[src/tcc_pkg.sv]
package tcc_pkg;
    localparam logic [7:0]  ADDR_CTRL_A   = 8'h00;
    localparam logic [7:0]  ADDR_CTRL_B   = 8'h04;
    localparam logic [7:0]  ADDR_COUNT    = 8'h08;
    localparam logic [7:0]  ADDR_CMP_A    = 8'h0C;
    localparam logic [7:0]  ADDR_CMP_B    = 8'h10;
    localparam logic [7:0]  ADDR_FLAGS    = 8'h14;
    localparam logic [7:0]  ADDR_IEN      = 8'h18;
    localparam logic [7:0]  ADDR_ACK      = 8'h1C;
    localparam int          WM_LO_POS     = 0;
    localparam int          ACT_B_POS     = 4;
    localparam int          ACT_A_POS     = 6;
    localparam int          CS_POS        = 0;
    localparam int          WM_HI_POS     = 3;
    localparam int          FLG_OVF_POS   = 0;
    localparam int          FLG_CA_POS    = 1;
    localparam int          FLG_CB_POS    = 2;
    localparam logic [7:0]  CNT_BOTTOM    = 8'h00;
    localparam logic [7:0]  CNT_MAX       = 8'hFF;
    localparam logic [7:0]  RST_BYTE      = 8'h00;
    localparam logic [2:0]  CS_STOP       = 3'h0;
    localparam logic [2:0]  CS_EXT_FALL   = 3'h6;
    localparam logic [2:0]  CS_EXT_RISE   = 3'h7;
    localparam logic [2:0]  WM_NORMAL     = 3'h0;
    localparam logic [2:0]  WM_PC_MAX     = 3'h1;
    localparam logic [2:0]  WM_CTC        = 3'h2;
    localparam logic [2:0]  WM_FAST_MAX   = 3'h3;
    localparam logic [2:0]  WM_PC_CMP     = 3'h5;
    localparam logic [2:0]  WM_FAST_CMP   = 3'h7;
    localparam logic [10:0] DIV_8         = 11'h007;
    localparam logic [10:0] DIV_64        = 11'h03F;
    localparam logic [10:0] DIV_256       = 11'h0FF;
    localparam logic [10:0] DIV_1024      = 11'h3FF;
    typedef enum logic [1:0] {ACT_NONE, ACT_TOGGLE, ACT_CLEAR, ACT_SET} tcc_act_t;
endpackage

[src/tcc_top.sv]
// What this block does
// - clear forces count value to zero
// - top flag when count equals top
// - bottom flag when count is zero
// - count changes only on timer tick or software count write
// - clock select picks source, zero stops
// - count readable and writable any time
// - software write beats clear or count
// - three-bit wave mode across two registers
// - overflow flag set per wave mode
// - overflow flag drives interrupt request
// - both compare values matched continuously
// - compare flag set on following tick
// - enabled compare flag raises interrupt
// - interrupt acknowledge clears compare flag
// - writing one clears flag, zero keeps
// - outputs formed from match, mode, action
// - top and bottom handle range ends
// - action field takes effect immediately
// - bottom is zero, max is 255
// - top is 255 or compare value a
// - count strobe with up/down direction
//
// The implementer's own choices: the address map and the APB interface to the registers.
module tcc_top (
    input  wire logic        MCLK_I,
    input  wire logic        NRST_I,
    input  wire logic        PSEL_I,
    input  wire logic        PENABLE_I,
    input  wire logic        PWRITE_I,
    input  wire logic [7:0]  PADDR_I,
    input  wire logic [31:0] PWDATA_I,
    input  wire logic        EXT_CLK_I,
    input  wire logic [2:0]  INT_ACK_I,
    output logic      [31:0] PRDATA_O,
    output logic             PREADY_O,
    output logic             PSLVERR_O,
    output logic             COMPARE_OUTPUT_A_O,
    output logic             COMPARE_OUTPUT_B_O,
    output logic             OVF_IRQ_O,
    output logic             CMP_A_IRQ_O,
    output logic             CMP_B_IRQ_O
);
    logic [7:0]  ctrl_a_q;
    logic [7:0]  ctrl_b_q;
    logic [7:0]  count_value_q;
    logic [7:0]  cmp_q [2];
    logic [2:0]  ien_q;
    logic        overflow_flag_q;
    logic [1:0]  cmp_flag_q;
    logic [1:0]  cmp_hit;
    logic        wr_block_q;
    logic        dir_down_q;
    logic [1:0]  wave_q;
    logic [10:0] pre_q;
    logic        ext_q;
    logic        timer_tick;
    logic [2:0]  clock_select_field;
    logic [2:0]  wave_mode_field;
    logic [7:0]  top_val;
    logic        at_top;
    logic        at_bottom;
    logic        at_max;
    logic [1:0]  match;
    logic        wr_en;
    logic        acc;
    logic        is_pwm;
    logic        is_pc;
    logic        clear_sig;
    logic        count_strobe;
    logic        going_down;
    logic        ovf_set;
    logic [7:0]  count_d;

    assign acc = PSEL_I & PENABLE_I;
    assign wr_en = acc & PWRITE_I;
    // low two bits in control a, high bit in control b
    assign wave_mode_field = {ctrl_b_q[tcc_pkg::WM_HI_POS], ctrl_a_q[tcc_pkg::WM_LO_POS +: 2]};
    assign clock_select_field = ctrl_b_q[tcc_pkg::CS_POS +: 3];
    assign is_pc = (wave_mode_field == tcc_pkg::WM_PC_MAX)
                 | (wave_mode_field == tcc_pkg::WM_PC_CMP);
    assign is_pwm = is_pc | (wave_mode_field == tcc_pkg::WM_FAST_MAX)
                  | (wave_mode_field == tcc_pkg::WM_FAST_CMP);

    // prescaler taps; external input sampled once so edges are single-cycle
    always_ff @(posedge MCLK_I) begin
        if (!NRST_I) begin
            pre_q <= 11'h000;
            ext_q <= 1'b0;
        end else begin
            pre_q <= pre_q + 11'h001;
            ext_q <= EXT_CLK_I;
        end
    end

    always_comb begin
        case (clock_select_field)
            tcc_pkg::CS_STOP:     timer_tick = 1'b0;
            3'h1:                 timer_tick = 1'b1;
            3'h2:                 timer_tick = (pre_q[2:0] == tcc_pkg::DIV_8[2:0]);
            3'h3:                 timer_tick = (pre_q[5:0] == tcc_pkg::DIV_64[5:0]);
            3'h4:                 timer_tick = (pre_q[7:0] == tcc_pkg::DIV_256[7:0]);
            3'h5:                 timer_tick = (pre_q == tcc_pkg::DIV_1024);
            tcc_pkg::CS_EXT_FALL: timer_tick = ext_q & ~EXT_CLK_I;
            tcc_pkg::CS_EXT_RISE: timer_tick = ~ext_q & EXT_CLK_I;
            default:              timer_tick = 1'b0;
        endcase
    end

    assign top_val = (wave_mode_field == tcc_pkg::WM_CTC) | (wave_mode_field == tcc_pkg::WM_PC_CMP)
                   | (wave_mode_field == tcc_pkg::WM_FAST_CMP) ? cmp_q[0] : tcc_pkg::CNT_MAX;
    assign at_top    = (count_value_q == top_val);
    assign at_bottom = (count_value_q == tcc_pkg::CNT_BOTTOM);
    assign at_max    = (count_value_q == tcc_pkg::CNT_MAX);

    genvar g;
    generate
        for (g = 0; g < 2; g++) begin : g_cmp
            assign match[g] = (count_value_q == cmp_q[g]);
        end
    endgenerate

    // direction for dual-slope; up otherwise
    // never step below bottom, even while the stored direction is still down
    assign going_down = is_pc & ~at_bottom & (dir_down_q | at_top);
    assign clear_sig = ~is_pc & at_top & (wave_mode_field != tcc_pkg::WM_NORMAL);
    assign count_strobe = ~clear_sig;
    assign ovf_set = timer_tick & (is_pc ? at_bottom & dir_down_q
                   : (wave_mode_field == tcc_pkg::WM_FAST_MAX) | (wave_mode_field == tcc_pkg::WM_FAST_CMP)
                   ? at_top : at_max);

    always_comb begin
        count_d = count_value_q;
        if (timer_tick) begin
            if (clear_sig)
                count_d = tcc_pkg::CNT_BOTTOM;
            else if (count_strobe && going_down)
                count_d = count_value_q - 8'h01;
            else if (count_strobe)
                count_d = count_value_q + 8'h01;
        end
        if (wr_en && PADDR_I == tcc_pkg::ADDR_COUNT)
            count_d = PWDATA_I[7:0];
    end

    always_ff @(posedge MCLK_I) begin
        if (!NRST_I) begin
            count_value_q <= tcc_pkg::RST_BYTE;
            dir_down_q    <= 1'b0;
        end else begin
            count_value_q <= count_d;
            if (timer_tick && is_pc) begin
                if (at_top && !at_bottom)
                    dir_down_q <= 1'b1;
                else if (at_bottom)
                    dir_down_q <= 1'b0;
            end
        end
    end

    // software registers
    always_ff @(posedge MCLK_I) begin
        if (!NRST_I) begin
            ctrl_a_q <= tcc_pkg::RST_BYTE;
            ctrl_b_q <= tcc_pkg::RST_BYTE;
            cmp_q[0] <= tcc_pkg::RST_BYTE;
            cmp_q[1] <= tcc_pkg::RST_BYTE;
            ien_q    <= 3'h0;
        end else if (wr_en) begin
            case (PADDR_I)
                tcc_pkg::ADDR_CTRL_A: ctrl_a_q <= PWDATA_I[7:0];
                tcc_pkg::ADDR_CTRL_B: ctrl_b_q <= PWDATA_I[7:0];
                tcc_pkg::ADDR_CMP_A:  cmp_q[0] <= PWDATA_I[7:0];
                tcc_pkg::ADDR_CMP_B:  cmp_q[1] <= PWDATA_I[7:0];
                tcc_pkg::ADDR_IEN:    ien_q    <= PWDATA_I[2:0];
                default:              ;
            endcase
        end
    end

    // a match standing at a tick sets the flag as the count moves on;
    // a count write masks the compare through the next tick
    always_ff @(posedge MCLK_I) begin
        if (!NRST_I) begin
            wr_block_q <= 1'b0;
        end else begin
            if (wr_en && PADDR_I == tcc_pkg::ADDR_COUNT)
                wr_block_q <= 1'b1;
            else if (timer_tick)
                wr_block_q <= 1'b0;
        end
    end
    assign cmp_hit = match & {2{~wr_block_q}};

    // flags: hardware set wins over software or acknowledge clear
    logic       flag_wr;
    assign flag_wr = wr_en & (PADDR_I == tcc_pkg::ADDR_FLAGS);
    always_ff @(posedge MCLK_I) begin
        if (!NRST_I) begin
            overflow_flag_q <= 1'b0;
            cmp_flag_q      <= 2'h0;
        end else begin
            if (ovf_set)
                overflow_flag_q <= 1'b1;
            else if ((flag_wr && PWDATA_I[tcc_pkg::FLG_OVF_POS]) || INT_ACK_I[0])
                overflow_flag_q <= 1'b0;
            for (int i = 0; i < 2; i++) begin
                if (timer_tick && cmp_hit[i])
                    cmp_flag_q[i] <= 1'b1;
                else if ((flag_wr && PWDATA_I[tcc_pkg::FLG_CA_POS + i]) || INT_ACK_I[1 + i])
                    cmp_flag_q[i] <= 1'b0;
            end
        end
    end

    // waveform generator; action field used directly
    for (g = 0; g < 2; g++) begin : g_wave
        tcc_pkg::tcc_act_t act;
        assign act = tcc_pkg::tcc_act_t'(ctrl_a_q[(g == 0 ? tcc_pkg::ACT_A_POS
                                                          : tcc_pkg::ACT_B_POS) +: 2]);
        always_ff @(posedge MCLK_I) begin
            if (!NRST_I) begin
                wave_q[g] <= 1'b0;
            end else if (timer_tick && act != tcc_pkg::ACT_NONE) begin
                if (!is_pwm) begin
                    if (match[g])
                        case (act)
                            tcc_pkg::ACT_TOGGLE: wave_q[g] <= ~wave_q[g];
                            tcc_pkg::ACT_CLEAR:  wave_q[g] <= 1'b0;
                            tcc_pkg::ACT_SET:    wave_q[g] <= 1'b1;
                            default:             ;
                        endcase
                end else if (act[1]) begin
                    if (!is_pc && at_top)
                        wave_q[g] <= ~act[0];
                    else if (match[g])
                        wave_q[g] <= is_pc ? (act[0] ^ ~going_down) : act[0];
                end
            end
        end
    end

    always_ff @(posedge MCLK_I) begin
        if (!NRST_I) begin
            COMPARE_OUTPUT_A_O <= 1'b0;
            COMPARE_OUTPUT_B_O <= 1'b0;
            OVF_IRQ_O          <= 1'b0;
            CMP_A_IRQ_O        <= 1'b0;
            CMP_B_IRQ_O        <= 1'b0;
        end else begin
            COMPARE_OUTPUT_A_O <= wave_q[0];
            COMPARE_OUTPUT_B_O <= wave_q[1];
            OVF_IRQ_O          <= overflow_flag_q & ien_q[0];
            CMP_A_IRQ_O        <= cmp_flag_q[0] & ien_q[1];
            CMP_B_IRQ_O        <= cmp_flag_q[1] & ien_q[2];
        end
    end

    // apb: reads answered in the access cycle from a registered copy
    always_ff @(posedge MCLK_I) begin
        if (!NRST_I) begin
            PRDATA_O  <= 32'h0000_0000;
            PREADY_O  <= 1'b0;
            PSLVERR_O <= 1'b0;
        end else begin
            PREADY_O  <= PSEL_I & ~PENABLE_I;
            PSLVERR_O <= 1'b0;
            PRDATA_O  <= 32'h0000_0000;
            if (PSEL_I && !PENABLE_I && !PWRITE_I)
                case (PADDR_I)
                    tcc_pkg::ADDR_CTRL_A: PRDATA_O <= {24'h0, ctrl_a_q};
                    tcc_pkg::ADDR_CTRL_B: PRDATA_O <= {24'h0, ctrl_b_q};
                    tcc_pkg::ADDR_COUNT:  PRDATA_O <= {24'h0, count_d};
                    tcc_pkg::ADDR_CMP_A:  PRDATA_O <= {24'h0, cmp_q[0]};
                    tcc_pkg::ADDR_CMP_B:  PRDATA_O <= {24'h0, cmp_q[1]};
                    tcc_pkg::ADDR_FLAGS:  PRDATA_O <= {29'h0, cmp_flag_q, overflow_flag_q};
                    tcc_pkg::ADDR_IEN:    PRDATA_O <= {29'h0, ien_q};
                    default:              PSLVERR_O <= 1'b1;
                endcase
            else if (PSEL_I && !PENABLE_I && PADDR_I > tcc_pkg::ADDR_IEN)
                PSLVERR_O <= 1'b1;
        end
    end

    stop_holds_a: assert property (@(posedge MCLK_I) disable iff (!NRST_I)
        (clock_select_field == tcc_pkg::CS_STOP && !wr_en) |=> $stable(count_value_q))
        else $error("count moved while stopped");
    write_wins_a: assert property (@(posedge MCLK_I) disable iff (!NRST_I)
        (wr_en && PADDR_I == tcc_pkg::ADDR_COUNT) |=> count_value_q == $past(PWDATA_I[7:0]))
        else $error("count write lost");
    ctc_clear_a: assert property (@(posedge MCLK_I) disable iff (!NRST_I)
        (timer_tick && wave_mode_field == tcc_pkg::WM_CTC && at_top && !wr_en)
        |=> count_value_q == tcc_pkg::CNT_BOTTOM)
        else $error("ctc did not clear");
    normal_ovf_a: assert property (@(posedge MCLK_I) disable iff (!NRST_I)
        (timer_tick && wave_mode_field == tcc_pkg::WM_NORMAL && at_max) |=> overflow_flag_q)
        else $error("overflow not set");
    flag_clear_a: assert property (@(posedge MCLK_I) disable iff (!NRST_I)
        (flag_wr && PWDATA_I[tcc_pkg::FLG_CA_POS] && !(timer_tick && cmp_hit[0]))
        |=> !cmp_flag_q[0])
        else $error("flag a not cleared");
    flag_keep_a: assert property (@(posedge MCLK_I) disable iff (!NRST_I)
        (flag_wr && !PWDATA_I[tcc_pkg::FLG_CA_POS] && !INT_ACK_I[1] && cmp_flag_q[0])
        |=> cmp_flag_q[0])
        else $error("flag a lost on zero write");
    irq_follow_a: assert property (@(posedge MCLK_I) disable iff (!NRST_I)
        ##1 CMP_A_IRQ_O == $past(cmp_flag_q[0] & ien_q[1]))
        else $error("compare irq wrong");
    ovf_irq_a: assert property (@(posedge MCLK_I) disable iff (!NRST_I)
        ##1 OVF_IRQ_O == $past(overflow_flag_q & ien_q[0]))
        else $error("overflow irq wrong");
    flag_next_a: assert property (@(posedge MCLK_I) disable iff (!NRST_I)
        (timer_tick && cmp_hit[1]) |=> cmp_flag_q[1])
        else $error("flag b not set");
    ack_clear_a: assert property (@(posedge MCLK_I) disable iff (!NRST_I)
        (INT_ACK_I[2] && !(timer_tick && cmp_hit[1])) |=> !cmp_flag_q[1])
        else $error("ack did not clear");
    top_flag_a: assert property (@(posedge MCLK_I) disable iff (!NRST_I)
        (wave_mode_field == tcc_pkg::WM_CTC) |-> (at_top == (count_value_q == cmp_q[0])))
        else $error("top indication wrong");
    bottom_flag_a: assert property (@(posedge MCLK_I) disable iff (!NRST_I)
        at_bottom == (count_value_q == 8'h00))
        else $error("bottom indication wrong");
    no_tick_a: assert property (@(posedge MCLK_I) disable iff (!NRST_I)
        (!timer_tick && !wr_en) |=> $stable(count_value_q))
        else $error("count moved without tick");
    up_step_a: assert property (@(posedge MCLK_I) disable iff (!NRST_I)
        (timer_tick && wave_mode_field == tcc_pkg::WM_NORMAL && !wr_en)
        |=> count_value_q == $past(count_value_q) + 8'h01)
        else $error("normal step wrong");
    down_step_a: assert property (@(posedge MCLK_I) disable iff (!NRST_I)
        (timer_tick && is_pc && going_down && !wr_en)
        |=> count_value_q == $past(count_value_q) - 8'h01)
        else $error("down step wrong");
    pc_ovf_a: assert property (@(posedge MCLK_I) disable iff (!NRST_I)
        (timer_tick && is_pc && at_bottom && dir_down_q) |=> overflow_flag_q)
        else $error("dual slope overflow missed");
    cmp_flag_a: assert property (@(posedge MCLK_I) disable iff (!NRST_I)
        (timer_tick && cmp_hit[0]) |=> cmp_flag_q[0])
        else $error("flag a not set");
    write_mask_a: assert property (@(posedge MCLK_I) disable iff (!NRST_I)
        (wr_en && PADDR_I == tcc_pkg::ADDR_COUNT) |=> cmp_hit == 2'h0)
        else $error("count write did not mask");
    reset_clear_a: assert property (@(posedge MCLK_I)
        !NRST_I |=> (count_value_q == 8'h00 && !overflow_flag_q && cmp_flag_q == 2'h0))
        else $error("reset left state");
    set_action_a: assert property (@(posedge MCLK_I) disable iff (!NRST_I)
        (timer_tick && !is_pwm && match[0]
         && ctrl_a_q[tcc_pkg::ACT_A_POS +: 2] == tcc_pkg::ACT_SET) |=> wave_q[0])
        else $error("set action missed");
    clr_action_a: assert property (@(posedge MCLK_I) disable iff (!NRST_I)
        (timer_tick && !is_pwm && match[1]
         && ctrl_a_q[tcc_pkg::ACT_B_POS +: 2] == tcc_pkg::ACT_CLEAR) |=> !wave_q[1])
        else $error("clear action missed");
    fast_top_a: assert property (@(posedge MCLK_I) disable iff (!NRST_I)
        (timer_tick && is_pwm && !is_pc && at_top
         && ctrl_a_q[tcc_pkg::ACT_A_POS +: 2] == tcc_pkg::ACT_CLEAR) |=> wave_q[0])
        else $error("fast output not set at top");
    out_follow_a: assert property (@(posedge MCLK_I) disable iff (!NRST_I)
        ##1 COMPARE_OUTPUT_A_O == $past(wave_q[0]))
        else $error("output a lags wrongly");
    count_read_a: assert property (@(posedge MCLK_I) disable iff (!NRST_I)
        (acc && !PWRITE_I && PADDR_I == tcc_pkg::ADDR_COUNT) |-> PRDATA_O[7:0] == count_value_q)
        else $error("count read wrong");
    ctc_cov: cover property (@(posedge MCLK_I) wave_mode_field == tcc_pkg::WM_CTC && clear_sig
        && timer_tick);
    pc_cov: cover property (@(posedge MCLK_I) is_pc && ovf_set);
    set_clr_cov: cover property (@(posedge MCLK_I) timer_tick && cmp_hit[0] && flag_wr);
    wr_tick_cov: cover property (@(posedge MCLK_I) timer_tick && wr_en
        && PADDR_I == tcc_pkg::ADDR_COUNT);
endmodule

[config.mk]
export PLATFORM = sky130hd
export DESIGN_NAME = tcc_top
export DESIGN_NICKNAME = d
export VERILOG_FILES = /design/src/tcc_pkg.sv /design/src/tcc_top.sv
export SDC_FILE = /design/constraint.sdc
export NUM_CORES = 1
export LEC_CHECK = 0
export ABC_AREA = 1
export BUFFER_PORTS_ARGS = -buffer_cell sky130_fd_sc_hd__buf_2
export CORE_MARGIN = 2
export CORE_UTILIZATION = 55
export CTS_BUF_LIST = sky130_fd_sc_hd__clkbuf_8
export DETAILED_ROUTE_END_ITERATION = 10
export MAX_ROUTING_LAYER = met4
export PLACE_DENSITY = 0.82
export SKIP_CTS_REPAIR_TIMING = 1
export SLEW_MARGIN = 20
export SYNTH_ARGS = -nofsm -noshare
export SYNTH_HDL_FRONTEND = slang
export SYNTH_SLANG_ARGS = --single-unit
export TNS_END_PERCENT = 1
[constraint.sdc]
create_clock -name MCLK_I -period 5.25 [get_ports MCLK_I]
set_input_delay 1.05 -clock MCLK_I [delete_from_list [all_inputs] [get_ports MCLK_I]]
set_output_delay 1.05 -clock MCLK_I [all_outputs]
set_load 0.05 [all_outputs]
==> results.yml, run 1 <==
final_layout:
  drive_gt1_share_pct: 13.57
  diodes: 0
  final_nets: 668
  nFillCells: 675
  final_common_cell: "nand2_1"
  area_growth_pct: 8.560
  layout_common_cells: "nand2_1 (104), inv_1 (81), dfxtp_1 (61)"
global_route:
  grt_first_pass_wirelength_um: 16940
  grt_max_degree: 36
  grt_pass1_vias: 3581
  overflow: 0
  track_usage_pct: 26.16
  antenna_found_initial: 0
clock_network:
  cts_tree: "yes"
  clk_latency_ps: 360
  clock_sinks: 77
  clk_pin_slew_worst_paths_ps: 100
  cts-buffers-inserted: 9
  clock-root-buffer: "clkbuf_8"
  htreeDepth: 3
  cts_buffer_depth: 2
sta:
  skew_ps: 14.91
  worstMarginPinSlew_ps: 922.5
  setup_viol: 0
  drv_slew: 0
  final.period_utilization_pct: 57.72
  slew_headroom_pct: 38.28
  fin_crit_ps: 3030
  hold_viol_final: 0
  fmax_ghz: 0.3300
  finalSetupTns_ps: 0
  rsz0062_at_grt: "false"
  layout_setup_ws_ps: 2220
synthesis:
  synth_top_area_share_pct: 29.21
  syn_avg_cell_area_um2: 7.220
  yosys_warnings: 0
  synth_cell_types: 44
  async_flop_share_pct: 0
  ys_ff_latch: 77
  syn_area_um2: 4180
  synth.largest_area_cell: "dfxtp_1"
  seq_area_frac_synth_pct: 40.71
  synth_edf_count: 16
  ys.flop_type: "dfxtp_1"
  synthCells: 579
  synth_area_leaders: "dfxtp_1 (29%), edfxtp_1 (11%), nand2_1 (9.3%)"
floorplanning:
  pin_count: 88
  die_h_um: 91.18
  fp.coreArea_um2: 7292
  dieWidth_um: 91.18
  dieArea_um2: 8314
  start_util_pct: 57.33
  row_count: 31
worst_setup_path:
  crit_required_ps: 5550
  max_stage_delay_ps: 620
  cp_max_fo: 11
  crit_arrival_ps: 3330
  path_cells: "buf_2 > nor2_1 > inv_1 > nor2_1 > inv_1 > nor2_1 > nand2_1 > nor2_1 > inv_1 > o211ai_1 > o21ai_1 > or2_1 > a21oi_1"
  worstSetupPathType: "input port to flip-flop"
  cp_slowest_cell: "nor2_1"
  cp_top_family: "simple AND/OR/NAND/NOR gates"
  cp-end-kind: "flip-flop"
  cp_common_cell: "nor2_1"
  start_kind: "input port"
  crit_buf_inv: 4
  rrSetupSlack_ps: 2360
power:
  power_density_nw_per_um2: 250.6
  fin_total_pwr_uw: 1137
  ir_drop_v: 0.0002513
  p_leak_uw: 0.002014
drt:
  drtAntennaViolNets: 0
  wl_met2_um: 4730
  drc: 0
  drt_iter0_drc: 402
  wl_met3_um: 822
  dr_total_vias: 3912
  wl_um: 10190
  highest_layer: "met4"
  wl_met1_um: 4394
  vias_per_cell: 5.448
  first_pass_iters: 5
  wire_per_inst_um: 14.19
status:
  status: "finished, final reports clean"
place:
  dp_slack_ps: 1756
  routabilityCongestion: 0.9792
  hpwl_um: 7626
  portBuffers: 39
min_path:
  holdCritPathClass: "flip-flop to flip-flop"
run:
  drv_cap: 0
-- per-stage QoR --
stage                     utilization, %  cells  cell area, um^2  hold WS (ps)
after floorplan                        -    602             4267         407.1
after global placement             59.63    702             4348         417.4
after detailed placement           59.63    702             4348         422.8
after CTS                          62.23    718             4538         440.2
after global routing               62.23    718             4538         477.3
final                              62.23    718             4538         439.0
-- worst min-delay path: cells and delay by family, from the launching register on --
| kind | cells | cell delay (ps) |
|---|---|---|
| flops | 1 | 320 |
| simple gates | 1 | 50 |
| buf+inv | 1 | 30 |
-- cells in the mapped netlist (2+ instances only) --
library cell / number
nand2_1: 104
inv_1: 81
dfxtp_1: 61
nor2_1: 55
a21oi_1: 48
o21ai_0: 42
nand3_1: 30
buf_4: 25
edfxtp_1: 16
nor3_1: 13
inv_2: 10
clkbuf_1: 9
o21ai_1: 9
xor2_1: 8
a221oi_1: 6
ha_1: 5
nand2_2: 5
a2111oi_0: 4
buf_2: 4
nor2_2: 4
o22ai_1: 4
a211oi_1: 3
o211ai_1: 3
o2bb2ai_1: 3
o31ai_1: 3
or2_1: 3
nand2_4: 2
nand3_2: 2
nor4_1: 2
-- logic make-up (layout without fill, tap and decap cells) --
family          after synthesis  after routing  synth area share [%]
compound gates              134            134                 18.65
xor+xnor                      9              9                 1.886
fa+ha+maj                     5              5                 1.497
buf+inv                     131            148                 14.16
flops                        77             77                 40.71
other cells                   1             24               0.08971
simple gates                222            222                 23.02
-- sequential cells by signal, summed over array words and instances (netlist names) --
register,cells
cmp_q,16
overflow_flag_q,1
pre_q,11
PSLVERR_O,1
COMPARE_OUTPUT_B_O,1
wave_q,2
PREADY_O,1
COMPARE_OUTPUT_A_O,1
cmp_flag_q,2
OVF_IRQ_O,1
CMP_B_IRQ_O,1
count_value_q,8
PRDATA_O,8
CMP_A_IRQ_O,1
ctrl_a_q,8
ext_q,1
ctrl_b_q,8
ien_q,3
dir_down_q,1
wr_block_q,1
-- power breakdown --
| part | leakage, uW | switching (uW) | internal, uW |
|---|---|---|---|
| Sequential | 0.000644 | 6.14 | 612 |
| Clock | 0.0000998 | 247 | 184 |
| Combinational | 0.00127 | 73.1 | 15.4 |
| Total | 0.00201 | 326 | 811 |
-- layer usage --
layer / up-vias / track usage, %
li1: 1923 / -
met1: 1797 / 34.47
met2: 172 / 41.36
met3: 20 / 3.237
met4: 0 / 9.975
met5: - / -
-- path summary, 6_finish.rpt --
path                    from  cells after the start                  to
setup / recovery  PADDR_I[7]                     13         PRDATA_O[1]
hold / removal     wave_q[1]                      2  COMPARE_OUTPUT_B_O
setup reg to reg    pre_q[0]                     18         PRDATA_O[3]
hold reg to reg    wave_q[1]                      2  COMPARE_OUTPUT_B_O
-- final cells by class --
type | count | area (um^2) | share of cell area [%]
clock buffer | 9 | 123.9 | 2.730
clock inverter | 7 | 66.31 | 1.461
inverter | 92 | 346.6 | 7.637
multi-input combinational | 394 | 1973 | 43.48
sequential | 77 | 1702 | 37.50
tap | 99 | 123.9 | 2.730
timing repair buffer | 40 | 202.7 | 4.466
Power figures use the tool's default switching activity.
==> inputs of run 2 (changes only) <==
==> constraint.sdc (replaced) <==
create_clock -name MCLK_I -period 3 [get_ports MCLK_I]
set_input_delay 0.6 -clock MCLK_I [delete_from_list [all_inputs] [get_ports MCLK_I]]
set_output_delay 0.6 -clock MCLK_I [all_outputs]
set_load 0.05 [all_outputs]
==> results.yml, run 2 (same netlist as run 1, synthesis figures left out) <==
worst_setup_path:
  r2r_start: "count_value_q[4]"
  start_kind: "flip-flop"
  worstSetupPathType: "flip-flop to flip-flop"
  cp_max_fo: 9
  crit_arrival_ps: 2910
  cp_slowest_cell: "dfxtp_1"
  crit-reg2reg-capture: "PRDATA_O[4]"
  crit_required_ps: 3280
  reg2regPathDepth: 23
  cp_top_family: "simple AND/OR/NAND/NOR gates"
  cp-startpoint: "count_value_q[4]"
  path_cells: "inv_2 > nand2_1 > nand2_1 > nor2_1 > nand3_2 > nor2_2 > nand3_2 > nand2_4 > nand2_4 > nand2_1 > nand2_1 > inv_1 > ha_1 > inv_1 > nand2_1 > nand2_2 > o21ai_1 > inv_1 > nand2_1 > nand3_1 > nand2_1 > nand3_1 > a21oi_1"
  crit_buf_inv: 4
  rrSetupSlack_ps: 370
  crit_path_end: "PRDATA_O[4]"
  max_stage_delay_ps: 520
  path_depth: 23
  cp-end-kind: "flip-flop"
  cp_common_cell: "nand2_1"
drt:
  dr_total_vias: 3987
  vias_per_cell: 5.492
  wl_um: 10470
  drc: 0
  drt_iter0_drc: 325
  first_pass_iters: 5
  wire_per_inst_um: 14.42
  drtAntennaViolNets: 0
sta:
  final.period_utilization_pct: 87.66
  skew_ps: 13.25
  hold_viol_final: 0
  worstMarginPinSlew_ps: 741.0
  fin_crit_ps: 2630
  layout_setup_ws_ps: 370.2
  drv_slew: 0
  setup_viol: 0
  rsz0062_at_grt: "false"
  slew_headroom_pct: 50.38
  fmax_ghz: 0.3803
  finalSetupTns_ps: 0
final_layout:
  regMostFlops: "cmp_q"
  final_nets: 676
  drive_gt1_share_pct: 14.67
  final_common_cell: "nand2_1"
  largest_reg_flops: 16
  diodes: 0
  layout_common_cells: "nand2_1 (104), inv_1 (81), dfxtp_1 (61)"
  fin_util_pct: 63.26
  top_regs: "cmp_q x16, pre_q x11"
  area_growth_pct: 10.36
power:
  p_clk_share_pct: 39.5
  switchingPower_uw: 537.8
  seqPwrFrac_pct: 52.7
  comb_power_share_pct: 7.8
  p_sw_share_pct: 26.22
  p_int_uw: 1514
  ir_drop_v: 0.0003202
  p_leak_uw: 0.002058
  fin_total_pwr_uw: 2051
  power_density_nw_per_um2: 444.7
global_route:
  track_usage_pct: 26.69
  grt_first_pass_wirelength_um: 17150
  grt_pass1_vias: 3720
  overflow: 0
  antenna_found_initial: 0
  grt_max_degree: 29
min_path:
  holdCritPathClass: "flip-flop to flip-flop"
  whs_path_depth: 2
run:
  drv_cap: 0
place:
  portBuffers: 39
  dp_slack_ps: 410.7
  routabilityCongestion: 0.9694
  hpwl_um: 7870
floorplanning:
  dieArea_um2: 8314
  start_util_pct: 57.33
  die_h_um: 91.18
  pin_count: 88
  dieWidth_um: 91.18
  row_count: 31
  fp.coreArea_um2: 7292
clock_network:
  clk_pin_slew_worst_paths_ps: 80
  htreeDepth: 3
  cts_tree: "yes"
  cts-buffers-inserted: 9
  clock-root-buffer: "clkbuf_8"
  cts_buffer_depth: 2
  clock_sinks: 77
  clk_latency_ps: 350
status:
  status: "finished, final reports clean"
==> run 2: changes by cell type in the layout (fill, tap and decap cells not counted) <==
cell and delta:
clkinvlp_4 +1, bufinv_16 +1, o21ai_1 -2, inv_6 -1
o21ai_0 +2, inv_8 -1, buf_4 +8, clkinv_8 -1
clkbuf_8 +1
==> run 2: worst min-delay path by stage <==
stage	from	end	slack, ps
4_1_cts	EXT_CLK_I	ext_q	440
3_3_place_gp	wave_q[1]	COMPARE_OUTPUT_B_O	420
5_1_grt	EXT_CLK_I	ext_q	460
3_5_place_dp	wave_q[1]	COMPARE_OUTPUT_B_O	430
6_report	wave_q[1]	COMPARE_OUTPUT_B_O	440
2_1_floorplan	wave_q[1]	COMPARE_OUTPUT_B_O	410
==> run 2: final cells by class <==
type                       count  area [um^2]
fill                         660         2679
multi-input combinational    394         1973
sequential                    77         1702
inverter                      92        346.6
timing repair buffer          48        262.8
clock buffer                  10        137.6
tap                           99        123.9
clock inverter                 6        67.56
==> run 2: metrics by stage <==
step	area, um^2	hold slack [ps]	instances
2_1_floorplan	4267	407.1	602
3_3_place_gp	4408	423.5	710
3_5_place_dp	4408	431.8	710
4_1_cts	4613	437.2	726
5_1_grt	4613	457.0	726
6_report	4613	436.0	726
==> run 2: power groups by stage <==
stage	Sequential, uW	Combinational [uW]	Clock, uW
final	1080	160	810
after global routing	1080	172	864
after CTS	1080	158	825
after detailed placement	1110	156	0
after global placement	1100	154	0
after floorplan	1110	138	0
==> run 2: worst register-to-register path: stages (launching register included) <==
cell and delay, ps:
dfxtp_1 520, inv_2 90, nand2_1 70, nand2_1 60
nor2_1 150, nand3_2 90, nor2_2 100, nand3_2 120
nand2_4 120, nand2_4 100, nand2_1 90, nand2_1 50
inv_1 50, ha_1 120, inv_1 30, nand2_1 90
nand2_2 90, o21ai_1 180, inv_1 60, nand2_1 50
nand3_1 70, nand2_1 80, nand3_1 70, a21oi_1 120
==> run 2: metal layers <==
layer	wire [um]	vias up	global-route usage (%)
met2	4993	184	41.54
met1	4350	1836	33.61
met3	817	31	4.813
met4	307	0	13.01
met5	0	-	-
li1	-	1936	-
==> inputs of run 3 (changes only) <==
--- a/config.mk
+++ b/config.mk
@@ -7,7 +7,7 @@
 export LEC_CHECK = 0
 export ABC_AREA = 1
 export BUFFER_PORTS_ARGS = -buffer_cell sky130_fd_sc_hd__buf_2
-export CORE_MARGIN = 2
+export CORE_MARGIN = 3
 export CORE_UTILIZATION = 55
 export CTS_BUF_LIST = sky130_fd_sc_hd__clkbuf_8
 export DETAILED_ROUTE_END_ITERATION = 10
==> results.yml, run 3 (same netlist as run 1, synthesis figures left out) <==
drt:
  wl_um: 10440
  drt_iter0_drc: 340
  wire_per_inst_um: 14.40
  first_pass_iters: 5
  drtAntennaViolNets: 0
  dr_total_vias: 4009
  drc: 0
  vias_per_cell: 5.530
power:
  comb_power_share_pct: 8.1
  p_int_uw: 1404
  power_density_nw_per_um2: 429.2
  seqPwrFrac_pct: 55.1
  p_leak_uw: 0.002045
  ir_drop_v: 0.0003494
  switchingPower_uw: 559.3
  p_sw_share_pct: 28.49
  p_clk_share_pct: 36.8
clock_network:
  clk_latency_ps: 370
  htreeDepth: 3
  clk_pin_slew_worst_paths_ps: 80
  cts_buffer_depth: 2
  clock-root-buffer: "clkbuf_8"
  cts-buffers-inserted: 9
  cts_tree: "yes"
  clock_sinks: 77
place:
  placed_cells: 709
  portBuffers: 39
  place_area_um2: 4400
  routabilityCongestion: 0.9543
  hpwl_um: 7867
  dp_slack_ps: 451.0
global_route:
  overflow: 0
  grt_first_pass_wirelength_um: 16810
  track_usage_pct: 25.43
  grt_max_degree: 36
  antenna_found_initial: 0
  grt_pass1_vias: 3714
final_layout:
  regMostFlops: "cmp_q"
  area_growth_pct: 9.428
  drive_gt1_share_pct: 14.38
  top_regs: "cmp_q x16, pre_q x11"
  nFillCells: 686
  layout_common_cells: "nand2_1 (104), inv_1 (82), dfxtp_1 (61)"
  fin_area_um2: 4574
  final_nets: 675
  diodes: 0
  final_common_cell: "nand2_1"
  largest_reg_flops: 16
  finalNonFillerCells: 725
sta:
  final.period_utilization_pct: 86.60
  setup_viol: 0
  hold_viol_final: 0
  whs_ps: 433.0
  worstMarginPinSlew_ps: 817.5
  fin_crit_ps: 2598
  finalSetupTns_ps: 0
  fmax_ghz: 0.3849
  rsz0062_at_grt: "false"
  slew_headroom_pct: 44.09
  layout_setup_ws_ps: 402.1
  drv_slew: 0
  skew_ps: 16.74
worst_setup_path:
  cp_max_fo: 9
  max_stage_delay_ps: 530
  crit_buf_inv: 4
  path_cells: "inv_2 > nand2_1 > nand2_1 > nor2_1 > nand3_2 > nor2_2 > nand3_2 > nand2_4 > nand2_4 > nand2_1 > nand2_1 > inv_1 > ha_1 > inv_1 > nand2_1 > nand2_2 > o21ai_1 > inv_1 > nand2_1 > nand3_1 > nand2_1 > nand3_1 > a21oi_1"
  cp_common_cell: "nand2_1"
  cp_top_family: "simple AND/OR/NAND/NOR gates"
  worstSetupPathType: "flip-flop to flip-flop"
  cp-end-kind: "flip-flop"
  crit_required_ps: 3290
  cp_slowest_cell: "dfxtp_1"
  crit_arrival_ps: 2890
  start_kind: "flip-flop"
floorplanning:
  fp.coreArea_um2: 7331
  pin_count: 88
  die_h_um: 93.18
  start_util_pct: 57.02
  dieWidth_um: 93.18
  dieArea_um2: 8683
  row_count: 31
run:
  drv_cap: 0
status:
  status: "finished, final reports clean"
min_path:
  holdCritPathClass: "flip-flop to flip-flop"
[run 3: worst register-to-register path, stage by stage, from the launching register on]
cell and delay, ps:
dfxtp_1 530, inv_2 100, nand2_1 70, nand2_1 50, nor2_1 150, nand3_2 90
nor2_2 100, nand3_2 110, nand2_4 120, nand2_4 100, nand2_1 90, nand2_1 50
inv_1 50, ha_1 120, inv_1 30, nand2_1 80, nand2_2 80, o21ai_1 150
inv_1 60, nand2_1 50, nand3_1 60, nand2_1 80, nand3_1 70, a21oi_1 130
[run 3: final timing paths]
path	start	to	slack, ps	cells after the start
setup / recovery	count_value_q[4]	PRDATA_O[4]	400	23
hold / removal	wave_q[1]	COMPARE_OUTPUT_B_O	430	2
setup reg to reg	count_value_q[4]	PRDATA_O[4]	400	23
hold reg to reg	wave_q[1]	COMPARE_OUTPUT_B_O	430	2
[run 3: power by group through the flow]
stage / registers [uW] / clock network, uW / logic, uW
after floorplan: 1110 / 0 / 138
after global placement: 1100 / 0 / 154
after detailed placement: 1110 / 0 / 156
after CTS: 1080 / 728 / 157
after global routing: 1080 / 772 / 171
final: 1080 / 723 / 158
[run 3: metrics by stage]
step	total power, uW	utilization, %
CTS	1966	62.40
global route	2026	62.40
global placement	1259	60.03
finish	1963	62.40
floorplan	1244	-
detailed placement	1262	60.03
[run 3: cell type report]
cell class                 instances  area [um^2]  share of cell area, %
sequential                        77         1702                  37.20
tap                               99        123.9                  2.708
inverter                          92        346.6                  7.577
clock buffer                       9        123.9                  2.708
multi-input combinational        394         1973                  43.13
timing repair buffer              47        255.2                  5.580
clock inverter                     7        50.05                  1.094
[run 3: metal layers]
| layer | up-vias | wire length (um) | GRT usage (%) |
|---|---|---|---|
| li1 | 1943 | - | - |
| met1 | 1833 | 4369 | 31.50 |
| met2 | 193 | 4757 | 38.75 |
| met3 | 40 | 897 | 4.103 |
| met4 | 0 | 414 | 16.12 |
| met5 | - | 0 | - |
